File: config.mk
export PLATFORM = sky130hd
export DESIGN_NAME = adcss_sequencer
export DESIGN_NICKNAME = d
export VERILOG_FILES = /design/src/adcss_pkg.sv /design/src/adcss_sequencer.sv
export SDC_FILE = /design/constraint.sdc
export NUM_CORES = 1
export LEC_CHECK = 0
export BUFFER_PORTS_ARGS = -buffer_cell sky130_fd_sc_hd__buf_2
export CORE_MARGIN = 3
export CORE_UTILIZATION = 56
export CTS_CLUSTER_DIAMETER = 80
export DETAILED_ROUTE_END_ITERATION = 8
export GPL_TIMING_DRIVEN = 1
export PLACE_DENSITY = 0.84
export SLEW_MARGIN = 20
export SYNTH_ARGS = -nofsm -noshare
export SYNTH_HDL_FRONTEND = slang
export SYNTH_SLANG_ARGS = --single-unit
export TNS_END_PERCENT = 1
File: constraint.sdc
create_clock -name clk -period 4.2 [get_ports clk]
set_clock_uncertainty 0.05 [all_clocks]
set_input_delay 0.42 -clock clk [delete_from_list [all_inputs] [get_ports clk]]
set_output_delay 0.42 -clock clk [all_outputs]
set_load 0.1 [all_outputs]
File: src/adcss_pkg.sv
// Purpose: shared constants and types for the sample sequencer
// Assumes: 32-bit APB, 12-bit byte address, 10-bit converter result
// Notes:   register offsets are byte addresses of aligned words
package adcss_pkg;

    // ==========================================================
    // sizes
    localparam int NUM_SEQ  = 4;
    localparam int NUM_STEP = 17;
    localparam int MAX_CAP  = 8;
    localparam int RES_W    = 10;
    localparam int ADDR_W   = 12;
    localparam int NUM_EV   = 8;

    // per-sequence depth and first flat step index
    localparam logic [3:0][3:0] SEQ_CAP  = {4'h1, 4'h4, 4'h4, 4'h8};
    localparam logic [3:0][4:0] SEQ_BASE = {5'h10, 5'h0C, 5'h08, 5'h00};

    // ==========================================================
    // register map
    localparam logic [11:0] OFS_ENABLE    = 12'h000;
    localparam logic [11:0] OFS_PROC_TRIG = 12'h004;
    localparam logic [11:0] OFS_OVERFLOW  = 12'h008;
    localparam logic [11:0] OFS_UNDERFLOW = 12'h00C;
    localparam logic [11:0] OFS_IRQ_STAT  = 12'h010;
    localparam logic [11:0] OFS_PRIORITY  = 12'h014;
    localparam logic [11:0] OFS_TRIG_SEL  = 12'h018;
    localparam logic [11:0] OFS_BUSY      = 12'h01C;
    localparam logic [11:0] OFS_FIFO_DATA = 12'h020;
    localparam logic [11:0] OFS_FIFO_CNT  = 12'h030;
    localparam logic [11:0] OFS_STEP_BASE = 12'h040;
    localparam logic [11:0] OFS_STEP_LAST = 12'h080;
    localparam logic [11:0] SEQ_SEL_MASK  = 12'hFF3;
    localparam int          SEQ_SEL_LSB   = 2;

    // field widths inside packed registers
    localparam int PRIO_W = 2;
    localparam int TSEL_W = 4;

    // ==========================================================
    // types
    typedef enum logic [3:0] {
        trig_src_processor         = 4'h0,
        trig_src_comparator_first  = 4'h1,
        trig_src_comparator_second = 4'h2,
        trig_src_comparator_third  = 4'h3,
        trig_src_external          = 4'h4,
        trig_src_timer             = 4'h5,
        trig_src_pwm_first         = 4'h6,
        trig_src_pwm_second        = 4'h7,
        trig_src_pwm_third         = 4'h8,
        trig_src_always            = 4'h9
    } adcss_trig_t;

    localparam logic [2:0] STEP_INPUT_SEL_FIRST  = 3'h0;
    localparam logic [2:0] STEP_INPUT_SEL_EIGHTH = 3'h7;

    typedef struct packed {
        logic       step_irq_request;
        logic       step_last_flag;
        logic       step_temp_sensor_sel;
        logic [2:0] step_input_sel;
        logic       step_diff_mode;
    } adcss_step_t;

    typedef enum logic [1:0] {
        ST_IDLE  = 2'b00,
        ST_START = 2'b01,
        ST_WAIT  = 2'b10
    } adcss_state_t;

endpackage

File: src/adcss_sequencer.sv
// Purpose: four-sequence sample sequencer with APB registers and result FIFOs
// Assumes: converter logic on clk; trigger inputs may be asynchronous
// Notes:   one conversion in flight at a time; APB answers with no wait state
// How it works
// - four sequences; sequence 0 holds eight steps, 1 and 2 four, 3 one.
// - writing a processor trigger bit starts a sequence set to processor source.
// - a sequence may be triggered by any of three comparator events.
// - a sequence may be triggered by the external port B pin 4 input.
// - a sequence may be triggered by the general-purpose timer output.
// - a sequence may be triggered by any of three PWM generator outputs.
// - always source retriggers continuously unless a higher-priority sequence waits.
// - each sequence holds a 2-bit priority, zero highest, three lowest.
// - a disabled sequence ignores triggers and is never launched; a run already under way still captures.
// - an enabled sequence starts capturing when its selected trigger is seen.
// - results go to a per-sequence FIFO; reads return only written samples.
// - overflow flag sets when a sequence restarts with unread samples.
// - overflow stays set until software clears it; clearing does nothing else.
// - underflow flag sets when software reads an empty FIFO.
// - each step holds differential, input select and temperature select, applied per step.
// - a sequence stops after the step whose last flag is set.
// - a finished step with its interrupt bit set raises the sequence status.
// - step indices are 0-7, 0-3, 0-3 and only 0 per sequence.
// - steps convert in ascending order starting at step zero.
// - differential pair n samples inputs 2n and 2n+1.
// - the highest-priority pending sequence runs first; others may starve.
`timescale 1ns/100ps
module adcss_sequencer (
    input  wire logic                          clk,
    input  wire logic                          rst_n,
    input  wire logic                          psel,
    input  wire logic                          penable,
    input  wire logic                          pwrite,
    input  wire logic [adcss_pkg::ADDR_W-1:0]  paddr,
    input  wire logic [31:0]                   pwdata,
    output logic      [31:0]                   prdata,
    output logic                               pready,
    output logic                               pslverr,
    input  wire logic [2:0]                    trig_comparator,
    input  wire logic                          trig_ext_pin,
    input  wire logic                          trig_timer,
    input  wire logic [2:0]                    trig_pwm,
    output logic                               conv_start,
    output logic                               conv_diff,
    output logic                               conv_temp,
    output logic [2:0]                         conv_pos_in,
    output logic [2:0]                         conv_neg_in,
    input  wire logic                          conv_done,
    input  wire logic [adcss_pkg::RES_W-1:0]   conv_result,
    output logic                               seq_busy
);

    // ==========================================================
    // state
    typedef struct packed {
        adcss_pkg::adcss_state_t                                state;
        logic [1:0]                                             cur;
        logic [2:0]                                             step;
        logic [3:0]                                             enable;
        logic [15:0]                                            trig_sel;
        logic [7:0]                                             prio;
        logic [3:0]                                             pend;
        logic [3:0]                                             ovf;
        logic [3:0]                                             unf;
        logic [3:0]                                             irq_st;
        adcss_pkg::adcss_step_t [adcss_pkg::NUM_STEP-1:0]       steps;
        logic [3:0][adcss_pkg::MAX_CAP-1:0][adcss_pkg::RES_W-1:0] fifo;
        logic [3:0][2:0]                                        rd;
        logic [3:0][3:0]                                        cnt;
        logic [adcss_pkg::NUM_EV-1:0]                           sync1;
        logic [adcss_pkg::NUM_EV-1:0]                           sync2;
        logic [adcss_pkg::NUM_EV-1:0]                           prev;
        logic                                                   conv_start;
        logic                                                   conv_diff;
        logic                                                   conv_temp;
        logic [2:0]                                             conv_pos_in;
        logic [2:0]                                             conv_neg_in;
        logic [31:0]                                            prdata;
    } adcss_regs_t;

    adcss_regs_t                r;
    adcss_regs_t                next_r;
    logic [adcss_pkg::NUM_EV-1:0] ev;
    logic                       wr_acc;
    logic                       rd_acc;
    logic                       setup;
    logic                       is_data;
    logic                       is_cnt;
    logic                       is_step;
    logic                       addr_ok;
    logic [1:0]                 asel;
    logic [4:0]                 sidx;
    logic [3:0]                 set_pend;
    logic [3:0]                 set_ovf;
    logic [3:0]                 set_unf;
    logic [3:0]                 set_irq;
    logic [3:0]                 push;
    logic [3:0]                 pop;
    logic                       launch;
    logic                       better_pend;
    logic [1:0]                 best;
    logic                       found;
    adcss_pkg::adcss_step_t     cfg;
    logic [4:0]                 cfg_idx;
    logic [3:0]                 wpos;
    logic [3:0]                 src;
    logic                       hit;

    assign pready     = 1'b1;
    assign pslverr    = psel & penable & ~addr_ok;
    assign prdata     = r.prdata;
    assign conv_start = r.conv_start;
    assign conv_diff  = r.conv_diff;
    assign conv_temp  = r.conv_temp;
    assign conv_pos_in = r.conv_pos_in;
    assign conv_neg_in = r.conv_neg_in;
    assign seq_busy   = (r.state != adcss_pkg::ST_IDLE);

    // ==========================================================
    // next state
    always_comb begin
        next_r = r;
        next_r.conv_start = 1'b0;
        // pins pass two flops before any logic reads them
        next_r.sync1 = {trig_pwm, trig_timer, trig_ext_pin, trig_comparator};
        next_r.sync2 = r.sync1;
        next_r.prev  = r.sync2;
        ev = r.sync2 & ~r.prev;

        wr_acc  = psel & penable & pwrite;
        rd_acc  = psel & penable & ~pwrite;
        setup   = psel & ~penable;
        asel    = paddr[adcss_pkg::SEQ_SEL_LSB +: 2];
        is_data = (paddr & adcss_pkg::SEQ_SEL_MASK) == adcss_pkg::OFS_FIFO_DATA;
        is_cnt  = (paddr & adcss_pkg::SEQ_SEL_MASK) == adcss_pkg::OFS_FIFO_CNT;
        is_step = (paddr >= adcss_pkg::OFS_STEP_BASE) && (paddr <= adcss_pkg::OFS_STEP_LAST)
                  && (paddr[1:0] == 2'h0);
        sidx    = 5'((paddr - adcss_pkg::OFS_STEP_BASE) >> 2);
        addr_ok = is_data | is_cnt | is_step
                  | (paddr == adcss_pkg::OFS_ENABLE)   | (paddr == adcss_pkg::OFS_PROC_TRIG)
                  | (paddr == adcss_pkg::OFS_OVERFLOW) | (paddr == adcss_pkg::OFS_UNDERFLOW)
                  | (paddr == adcss_pkg::OFS_IRQ_STAT) | (paddr == adcss_pkg::OFS_PRIORITY)
                  | (paddr == adcss_pkg::OFS_TRIG_SEL) | (paddr == adcss_pkg::OFS_BUSY);

        set_pend = 4'h0;
        set_ovf  = 4'h0;
        set_unf  = 4'h0;
        set_irq  = 4'h0;
        push     = 4'h0;
        pop      = 4'h0;
        launch   = 1'b0;
        found    = 1'b0;
        best     = 2'h0;
        better_pend = 1'b0;
        src      = 4'h0;
        hit      = 1'b0;
        wpos     = 4'h0;

        // trigger detection per sequence
        for (int s = 0; s < adcss_pkg::NUM_SEQ; s++) begin
            src = r.trig_sel[s*adcss_pkg::TSEL_W +: adcss_pkg::TSEL_W];
            hit = 1'b0;
            if (src == adcss_pkg::trig_src_processor) begin
                hit = wr_acc && (paddr == adcss_pkg::OFS_PROC_TRIG) && pwdata[s];
            end else if (src == adcss_pkg::trig_src_always) begin
                hit = 1'b1;
            end else if (src <= adcss_pkg::trig_src_pwm_third) begin
                // comparators, pin, timer and pwm share one event vector
                hit = ev[3'(src - 4'h1)];
            end
            set_pend[s] = hit & r.enable[s];
        end

        // pick lowest priority value; equal values favour lower number
        for (int s = 0; s < adcss_pkg::NUM_SEQ; s++) begin
            if (r.pend[s] && r.enable[s] && (!found ||
                r.prio[s*adcss_pkg::PRIO_W +: 2] < r.prio[best*adcss_pkg::PRIO_W +: 2])) begin
                found = 1'b1;
                best  = 2'(s);
            end
        end
        for (int s = 0; s < adcss_pkg::NUM_SEQ; s++) begin
            if (r.pend[s] && r.enable[s] &&
                r.prio[s*adcss_pkg::PRIO_W +: 2] < r.prio[best*adcss_pkg::PRIO_W +: 2]) begin
                better_pend = 1'b1;
            end
        end

        cfg_idx = 5'(r.step) + adcss_pkg::SEQ_BASE[r.cur];
        cfg     = r.steps[cfg_idx];

        case (r.state)
            adcss_pkg::ST_IDLE: begin
                if (found) begin
                    launch = 1'b1;
                    next_r.cur  = best;
                    next_r.step = 3'h0;
                    next_r.state = adcss_pkg::ST_START;
                    set_ovf[best] = (r.cnt[best] != 4'h0);
                end
            end
            adcss_pkg::ST_START: begin
                // step settings reach the converter with the start pulse
                next_r.conv_start = 1'b1;
                next_r.conv_diff  = cfg.step_diff_mode;
                next_r.conv_temp  = cfg.step_temp_sensor_sel;
                if (cfg.step_diff_mode) begin
                    next_r.conv_pos_in = {cfg.step_input_sel[1:0], 1'b0};
                    next_r.conv_neg_in = {cfg.step_input_sel[1:0], 1'b1};
                end else begin
                    next_r.conv_pos_in = cfg.step_input_sel;
                    next_r.conv_neg_in = adcss_pkg::STEP_INPUT_SEL_FIRST;
                end
                next_r.state = adcss_pkg::ST_WAIT;
            end
            adcss_pkg::ST_WAIT: begin
                if (conv_done) begin
                    push[r.cur] = 1'b1;
                    set_irq[r.cur] = cfg.step_irq_request;
                    // stop on last flag or at the sequence depth
                    if (cfg.step_last_flag ||
                        (4'(r.step) == adcss_pkg::SEQ_CAP[r.cur] - 4'h1)) begin
                        next_r.state = adcss_pkg::ST_IDLE;
                    end else begin
                        next_r.step  = r.step + 3'h1;
                        next_r.state = adcss_pkg::ST_START;
                    end
                end
            end
            default: begin
                next_r.state = adcss_pkg::ST_IDLE;
            end
        endcase

        // new triggers win over the clear at launch; disabling drops waiting triggers
        next_r.pend = ((r.pend & ~(launch ? (4'h1 << best) : 4'h0)) | set_pend) & r.enable;

        // fifo pop on read access
        if (rd_acc && is_data) begin
            if (r.cnt[asel] == 4'h0) begin
                set_unf[asel] = 1'b1;
            end else begin
                pop[asel] = 1'b1;
            end
        end

        for (int s = 0; s < adcss_pkg::NUM_SEQ; s++) begin
            wpos = 4'(r.rd[s]) + r.cnt[s];
            if (wpos >= adcss_pkg::SEQ_CAP[s]) begin
                wpos = wpos - adcss_pkg::SEQ_CAP[s];
            end
            // a full fifo drops the new sample; overflow already flagged it
            if (push[s] && (r.cnt[s] < adcss_pkg::SEQ_CAP[s] || pop[s])) begin
                next_r.fifo[s][wpos[2:0]] = conv_result;
            end else begin
                push[s] = 1'b0;
            end
            if (pop[s]) begin
                if (4'(r.rd[s]) + 4'h1 == adcss_pkg::SEQ_CAP[s]) begin
                    next_r.rd[s] = 3'h0;
                end else begin
                    next_r.rd[s] = r.rd[s] + 3'h1;
                end
            end
            next_r.cnt[s] = r.cnt[s] + {3'h0, push[s]} - {3'h0, pop[s]};
        end

        // sticky flags: set wins over a same-cycle clear
        next_r.ovf    = (r.ovf & ~((wr_acc && paddr == adcss_pkg::OFS_OVERFLOW)
                        ? pwdata[3:0] : 4'h0)) | set_ovf;
        next_r.unf    = (r.unf & ~((wr_acc && paddr == adcss_pkg::OFS_UNDERFLOW)
                        ? pwdata[3:0] : 4'h0)) | set_unf;
        next_r.irq_st = (r.irq_st & ~((wr_acc && paddr == adcss_pkg::OFS_IRQ_STAT)
                        ? pwdata[3:0] : 4'h0)) | set_irq;

        // configuration writes
        if (wr_acc) begin
            if (paddr == adcss_pkg::OFS_ENABLE) begin
                next_r.enable = pwdata[3:0];
            end
            if (paddr == adcss_pkg::OFS_PRIORITY) begin
                next_r.prio = pwdata[7:0];
            end
            if (paddr == adcss_pkg::OFS_TRIG_SEL) begin
                next_r.trig_sel = pwdata[15:0];
            end
            if (is_step) begin
                next_r.steps[sidx] = pwdata[6:0];
            end
        end

        // read data is captured in the setup cycle so it leaves a flop
        if (setup && !pwrite) begin
            next_r.prdata = 32'h0000_0000;
            if (paddr == adcss_pkg::OFS_ENABLE) begin
                next_r.prdata[3:0] = r.enable;
            end else if (paddr == adcss_pkg::OFS_OVERFLOW) begin
                next_r.prdata[3:0] = r.ovf;
            end else if (paddr == adcss_pkg::OFS_UNDERFLOW) begin
                next_r.prdata[3:0] = r.unf;
            end else if (paddr == adcss_pkg::OFS_IRQ_STAT) begin
                next_r.prdata[3:0] = r.irq_st;
            end else if (paddr == adcss_pkg::OFS_PRIORITY) begin
                next_r.prdata[7:0] = r.prio;
            end else if (paddr == adcss_pkg::OFS_TRIG_SEL) begin
                next_r.prdata[15:0] = r.trig_sel;
            end else if (paddr == adcss_pkg::OFS_BUSY) begin
                next_r.prdata[3:0] = r.pend;
                next_r.prdata[4]   = (r.state != adcss_pkg::ST_IDLE);
            end else if (is_data && r.cnt[asel] != 4'h0) begin
                next_r.prdata[adcss_pkg::RES_W-1:0] = r.fifo[asel][r.rd[asel]];
            end else if (is_cnt) begin
                next_r.prdata[3:0] = r.cnt[asel];
            end else if (is_step) begin
                next_r.prdata[6:0] = r.steps[sidx];
            end
        end
    end

    always_ff @(posedge clk or negedge rst_n) begin
        if (!rst_n) begin
            r <= '0;
        end else begin
            r <= next_r;
        end
    end
endmodule

==> summary.md <==
| Metric | Value |
|---|---|
| DR WL/cell | `between 20 and 25 microns` |
| Crit path capture type | `flop` |
| Switching share of power | `between 20% and 30%` |
| Post-layout nets | `between 2000 and 2500` |
| Clk pin slew, worst setup/hold paths | `~0.06 ns` |
| Worst-Skew Late Latency | `0.63 ns` |
| Yosys reg bits | `~570` |
| I/O pin total | `between 100 and 150` |
| Tightest Pin Transition | `approximately 1 ns` |
| Initial Util | `around 57%` |
| # DRC | `0` |
| Number of CTS-inserted buffers | `59` |
| CTS tree | `yes` |
| # Post-CTS Setup Buffers | `0` |
| DP HPWL | `~47000 microns` |
| Layout cells sized above 1 | `around 39%` |
| Power Total | `0.01335 W` |
| DR pass1 iterations | `6` |
| Cell count after synthesis | `2100` |
| Die X | `roughly 230 microns` |
| Flop pwr share | `between 40% and 50%` |
| RSZ-0062 raised after global routing | `no` |
| CP Class | `flop to flop` |
| Die H | `~230 microns` |
| Power Density | `about 420 nW/um^2` |
| Worst hold path type | `input pin to flop` |
| Final wirelength | `71260 microns` |
| Vias | `~19000` |
| Relative slew slack | `roughly a third` |
| Clock share of power | `slightly above 40%` |
| Finished Cell Area | `32020 sq um` |
| Cell Area, Synth | `between 20000 and 30000 sq um` |
| Antenna violations before repair | `2` |
| Total number of yosys warnings | `0` |
| Req. time, crit path | `around 4.7 ns` |
| Arr. time, crit path | `about 4.4 ns` |
| Largest net degree at the start of global routing | `between 100 and 150` |
| Vias per inst | `between 6 and 7` |
| Maximum clock path buffer count | `3` |
| Area post-placement | `between 20000 and 30000 sq um` |
| Maximum vdd ir drop | `between 0.3 and 0.4 mV` |
| First-pass GRT wire length | `between 100000 and 150000 microns` |
| Num Clock Sinks | `about 570` |
| Sequential share of the synthesized area | `48.96%` |
| Period utilization | `94.46%` |
| Congestion Overflow GR | `0` |
| Clk Tree Root Cell | `clkbuf_16` |
| Cell variety after synth | `89` |
| Fmax | `around 250 MHz` |
| Pre-CTS setup slack | `roughly 0.18 ns` |
| CP max-delay cell | `or3b_2` |
| Synthesized area per cell | `approximately 14 sq um` |
| Synth async-reset ratio | `100.0%` |
| Status | `finished, final reports clean` |
| P_int | `around 0.0098 W` |
| Leak | `between 15 and 20 nW` |
| Setup WS post-layout | `0.2326 ns` |
| Slew Limit Fails | `0` |
| Post-synth EDFFs | `0` |
| Switch Pwr | `between 0.003 and 0.004 W` |
| Worst path cell trace | `ha_1 -> a21o_1 -> a31oi_1 -> nor2_1 -> a21oi_2 -> ha_1 -> o21ai_1 -> a31oi_1 -> or2_2 -> o21ai_0 -> ha_1 -> nor3_1 -> a221oi_2 -> nor2_1 -> or3b_2 -> a31o_2` |
| GRT Total Usage | `a little over a quarter` |
| Hold_ws | `0.03462 ns` |
| Total core area | `a little over 50000 sq um` |
| Tmin final | `3.967 ns` |
| Main synth FF type | `dfrtp_1` |
| Total negative slack | `0 ns` |
| Gp weighted congestion | `between 0.9 and 1` |
| Final hold vios | `0` |
| Worst Path Buf+Inv | `0` |
| Most used cell, CP | `ha_1` |
| CP peak stage delay | `~0.48 ns` |
| 1st-iter DRT viols | `roughly 1900` |
| IO buf count | `between 70 and 80` |
| CP Launch Type | `flop` |
| Comb pwr share | `a little over an eighth` |
| Row count | `82` |
| Delay-heaviest family, CP | `compound AO/OA/AOI/OAI gates` |
| Area Growth Syn to Fin | `10.67%` |
| Die Area | `about 54000 sq um` |
| Htree depth | `2` |
| Ant diodes | `0` |
| Worst-path maximum fanout | `4` |
| Vias in the first global route | `a little under 20000` |
| Final setup fails | `0` |
| Post-route ant nets | `0` |
| Max-cap violation count | `0` |
-- cell usage in the layout (no fill, tap or decap), types with 7 or more instances in the layout --
| cell type | n |
|---|---|
| a211oi_1 | 15 |
| a21o_1 | 9 |
| a21oi_1 | 37 |
| a22o_1 | 14 |
| a22oi_1 | 22 |
| a31oi_1 | 11 |
| and3_1 | 7 |
| buf_12 | 9 |
| buf_2 | 75 |
| buf_4 | 42 |
| bufinv_16 | 7 |
| clkbuf_1 | 12 |
| clkbuf_16 | 59 |
| clkbuf_8 | 14 |
| clkinv_2 | 8 |
| clkinvlp_4 | 7 |
| conb_1 | 17 |
| dfrtp_1 | 565 |
| dlygate4sd3_1 | 17 |
| fa_1 | 8 |
| ha_1 | 53 |
| inv_1 | 64 |
| mux2_1 | 36 |
| mux2_2 | 411 |
| mux2_4 | 20 |
| mux2i_1 | 43 |
| mux4_2 | 160 |
| nand2_1 | 102 |
| nand2b_1 | 13 |
| nand3_1 | 21 |
| nor2_1 | 63 |
| nor2b_1 | 17 |
| nor3_1 | 18 |
| o211ai_1 | 7 |
| o21ai_0 | 50 |
| o31ai_1 | 7 |
| xnor2_1 | 21 |
| xor2_1 | 7 |
-- cell type report --
type	count	area (sq um)
fillers	3596	18560
flip-flops and latches	566	14160
multi-input cells	1302	13650
clock buffers	83	1687
repair buffers	146	1084
well taps	672	840.8
clock inverters	23	326.6
inverters	69	260.3
-- registers in the layout (all words and copies together) (netlist names) --
register and flops:
prdata 16, conv_temp 1, next_r 16, conv_pos_in 3, conv_neg_in 3, r 526
conv_start 1
-- cell usage after synthesis (22+ instances only) --
cell type | instances | area share, %
a21oi_1 | 38 | 0.66
a22oi_1 | 22 | 0.57
buf_2 | 27 | 0.47
buf_4 | 54 | 1.4
clkbuf_1 | 78 | 1.0
dfrtp_1 | 566 | 49
ha_1 | 53 | 2.3
inv_1 | 64 | 0.83
mux2_1 | 36 | 1.4
mux2_2 | 411 | 16
mux2i_1 | 43 | 1.5
mux4_2 | 160 | 12
nand2_1 | 102 | 1.3
nor2_1 | 63 | 0.82
o21ai_0 | 51 | 0.88
-- per-stage QoR --
stage | cells | utilization [%]
6_report | 2861 | 63.30
3_5_place_dp | 2737 | 58.93
3_3_place_gp | 2737 | 58.93
4_1_cts | 2860 | 63.25
5_1_grt | 2861 | 63.30
2_1_floorplan | 2115 | -
-- power groups by stage --
stage | clock network [W] | logic [W] | registers [W]
after CTS | 0.00549 | 0.00180 | 0.00613
final | 0.00542 | 0.00180 | 0.00613
after floorplan | 0 | 0.00131 | 0.00611
after detailed placement | 0 | 0.00177 | 0.00622
after global placement | 0 | 0.00169 | 0.00617
after global routing | 0.00571 | 0.00194 | 0.00617
-- cells by family after synthesis --
group	after synthesis	share of synthesized area, %
and+or+nand+nor	307	5.514
AOI/OAI and AO/OA	219	5.220
other	2	0.02596
muxes	670	32.38
buffers and inverters	247	4.208
DFF	566	48.96
adders and majority gates	61	2.846
xor gates and xnor gates	28	0.8477
-- routing by layer --
layer	wire length (microns)	part of all wire [%]	vias up	GRT usage, %
met5	23	0.032	-	0
met4	2941	4.1	4	10.76
met3	4808	6.7	189	4.963
li1	-	-	7823	-
met1	28440	40	9765	34.80
met2	35040	49	737	44.18
-- path summary, 6_finish.rpt --
check / cells past startpoint / startpoint / to / slack (ns)
min in group asynchronous: 2 / rst_n / prdata[12] / 0.46
max in group asynchronous: 4 / rst_n / r[504] / 2.48
setup / recovery: 16 / r[551] / r[545] / 0.23
hold reg to reg: 0 / next_r[54] / next_r[46] / 0.30
setup reg to reg: 16 / r[551] / r[545] / 0.23
hold / removal: 2 / pwdata[7] / r[563] / 0.03
-- what timing repair did --
item / 4_1_cts / 5_1_grt
hold buffers: 17 / 0
hold endpoints to repair: 128 / 0
gates resized for setup: 0 / 3
endpoints found under the setup margin: 0 / 4
Note: power is estimated with default switching activity, not from simulation.
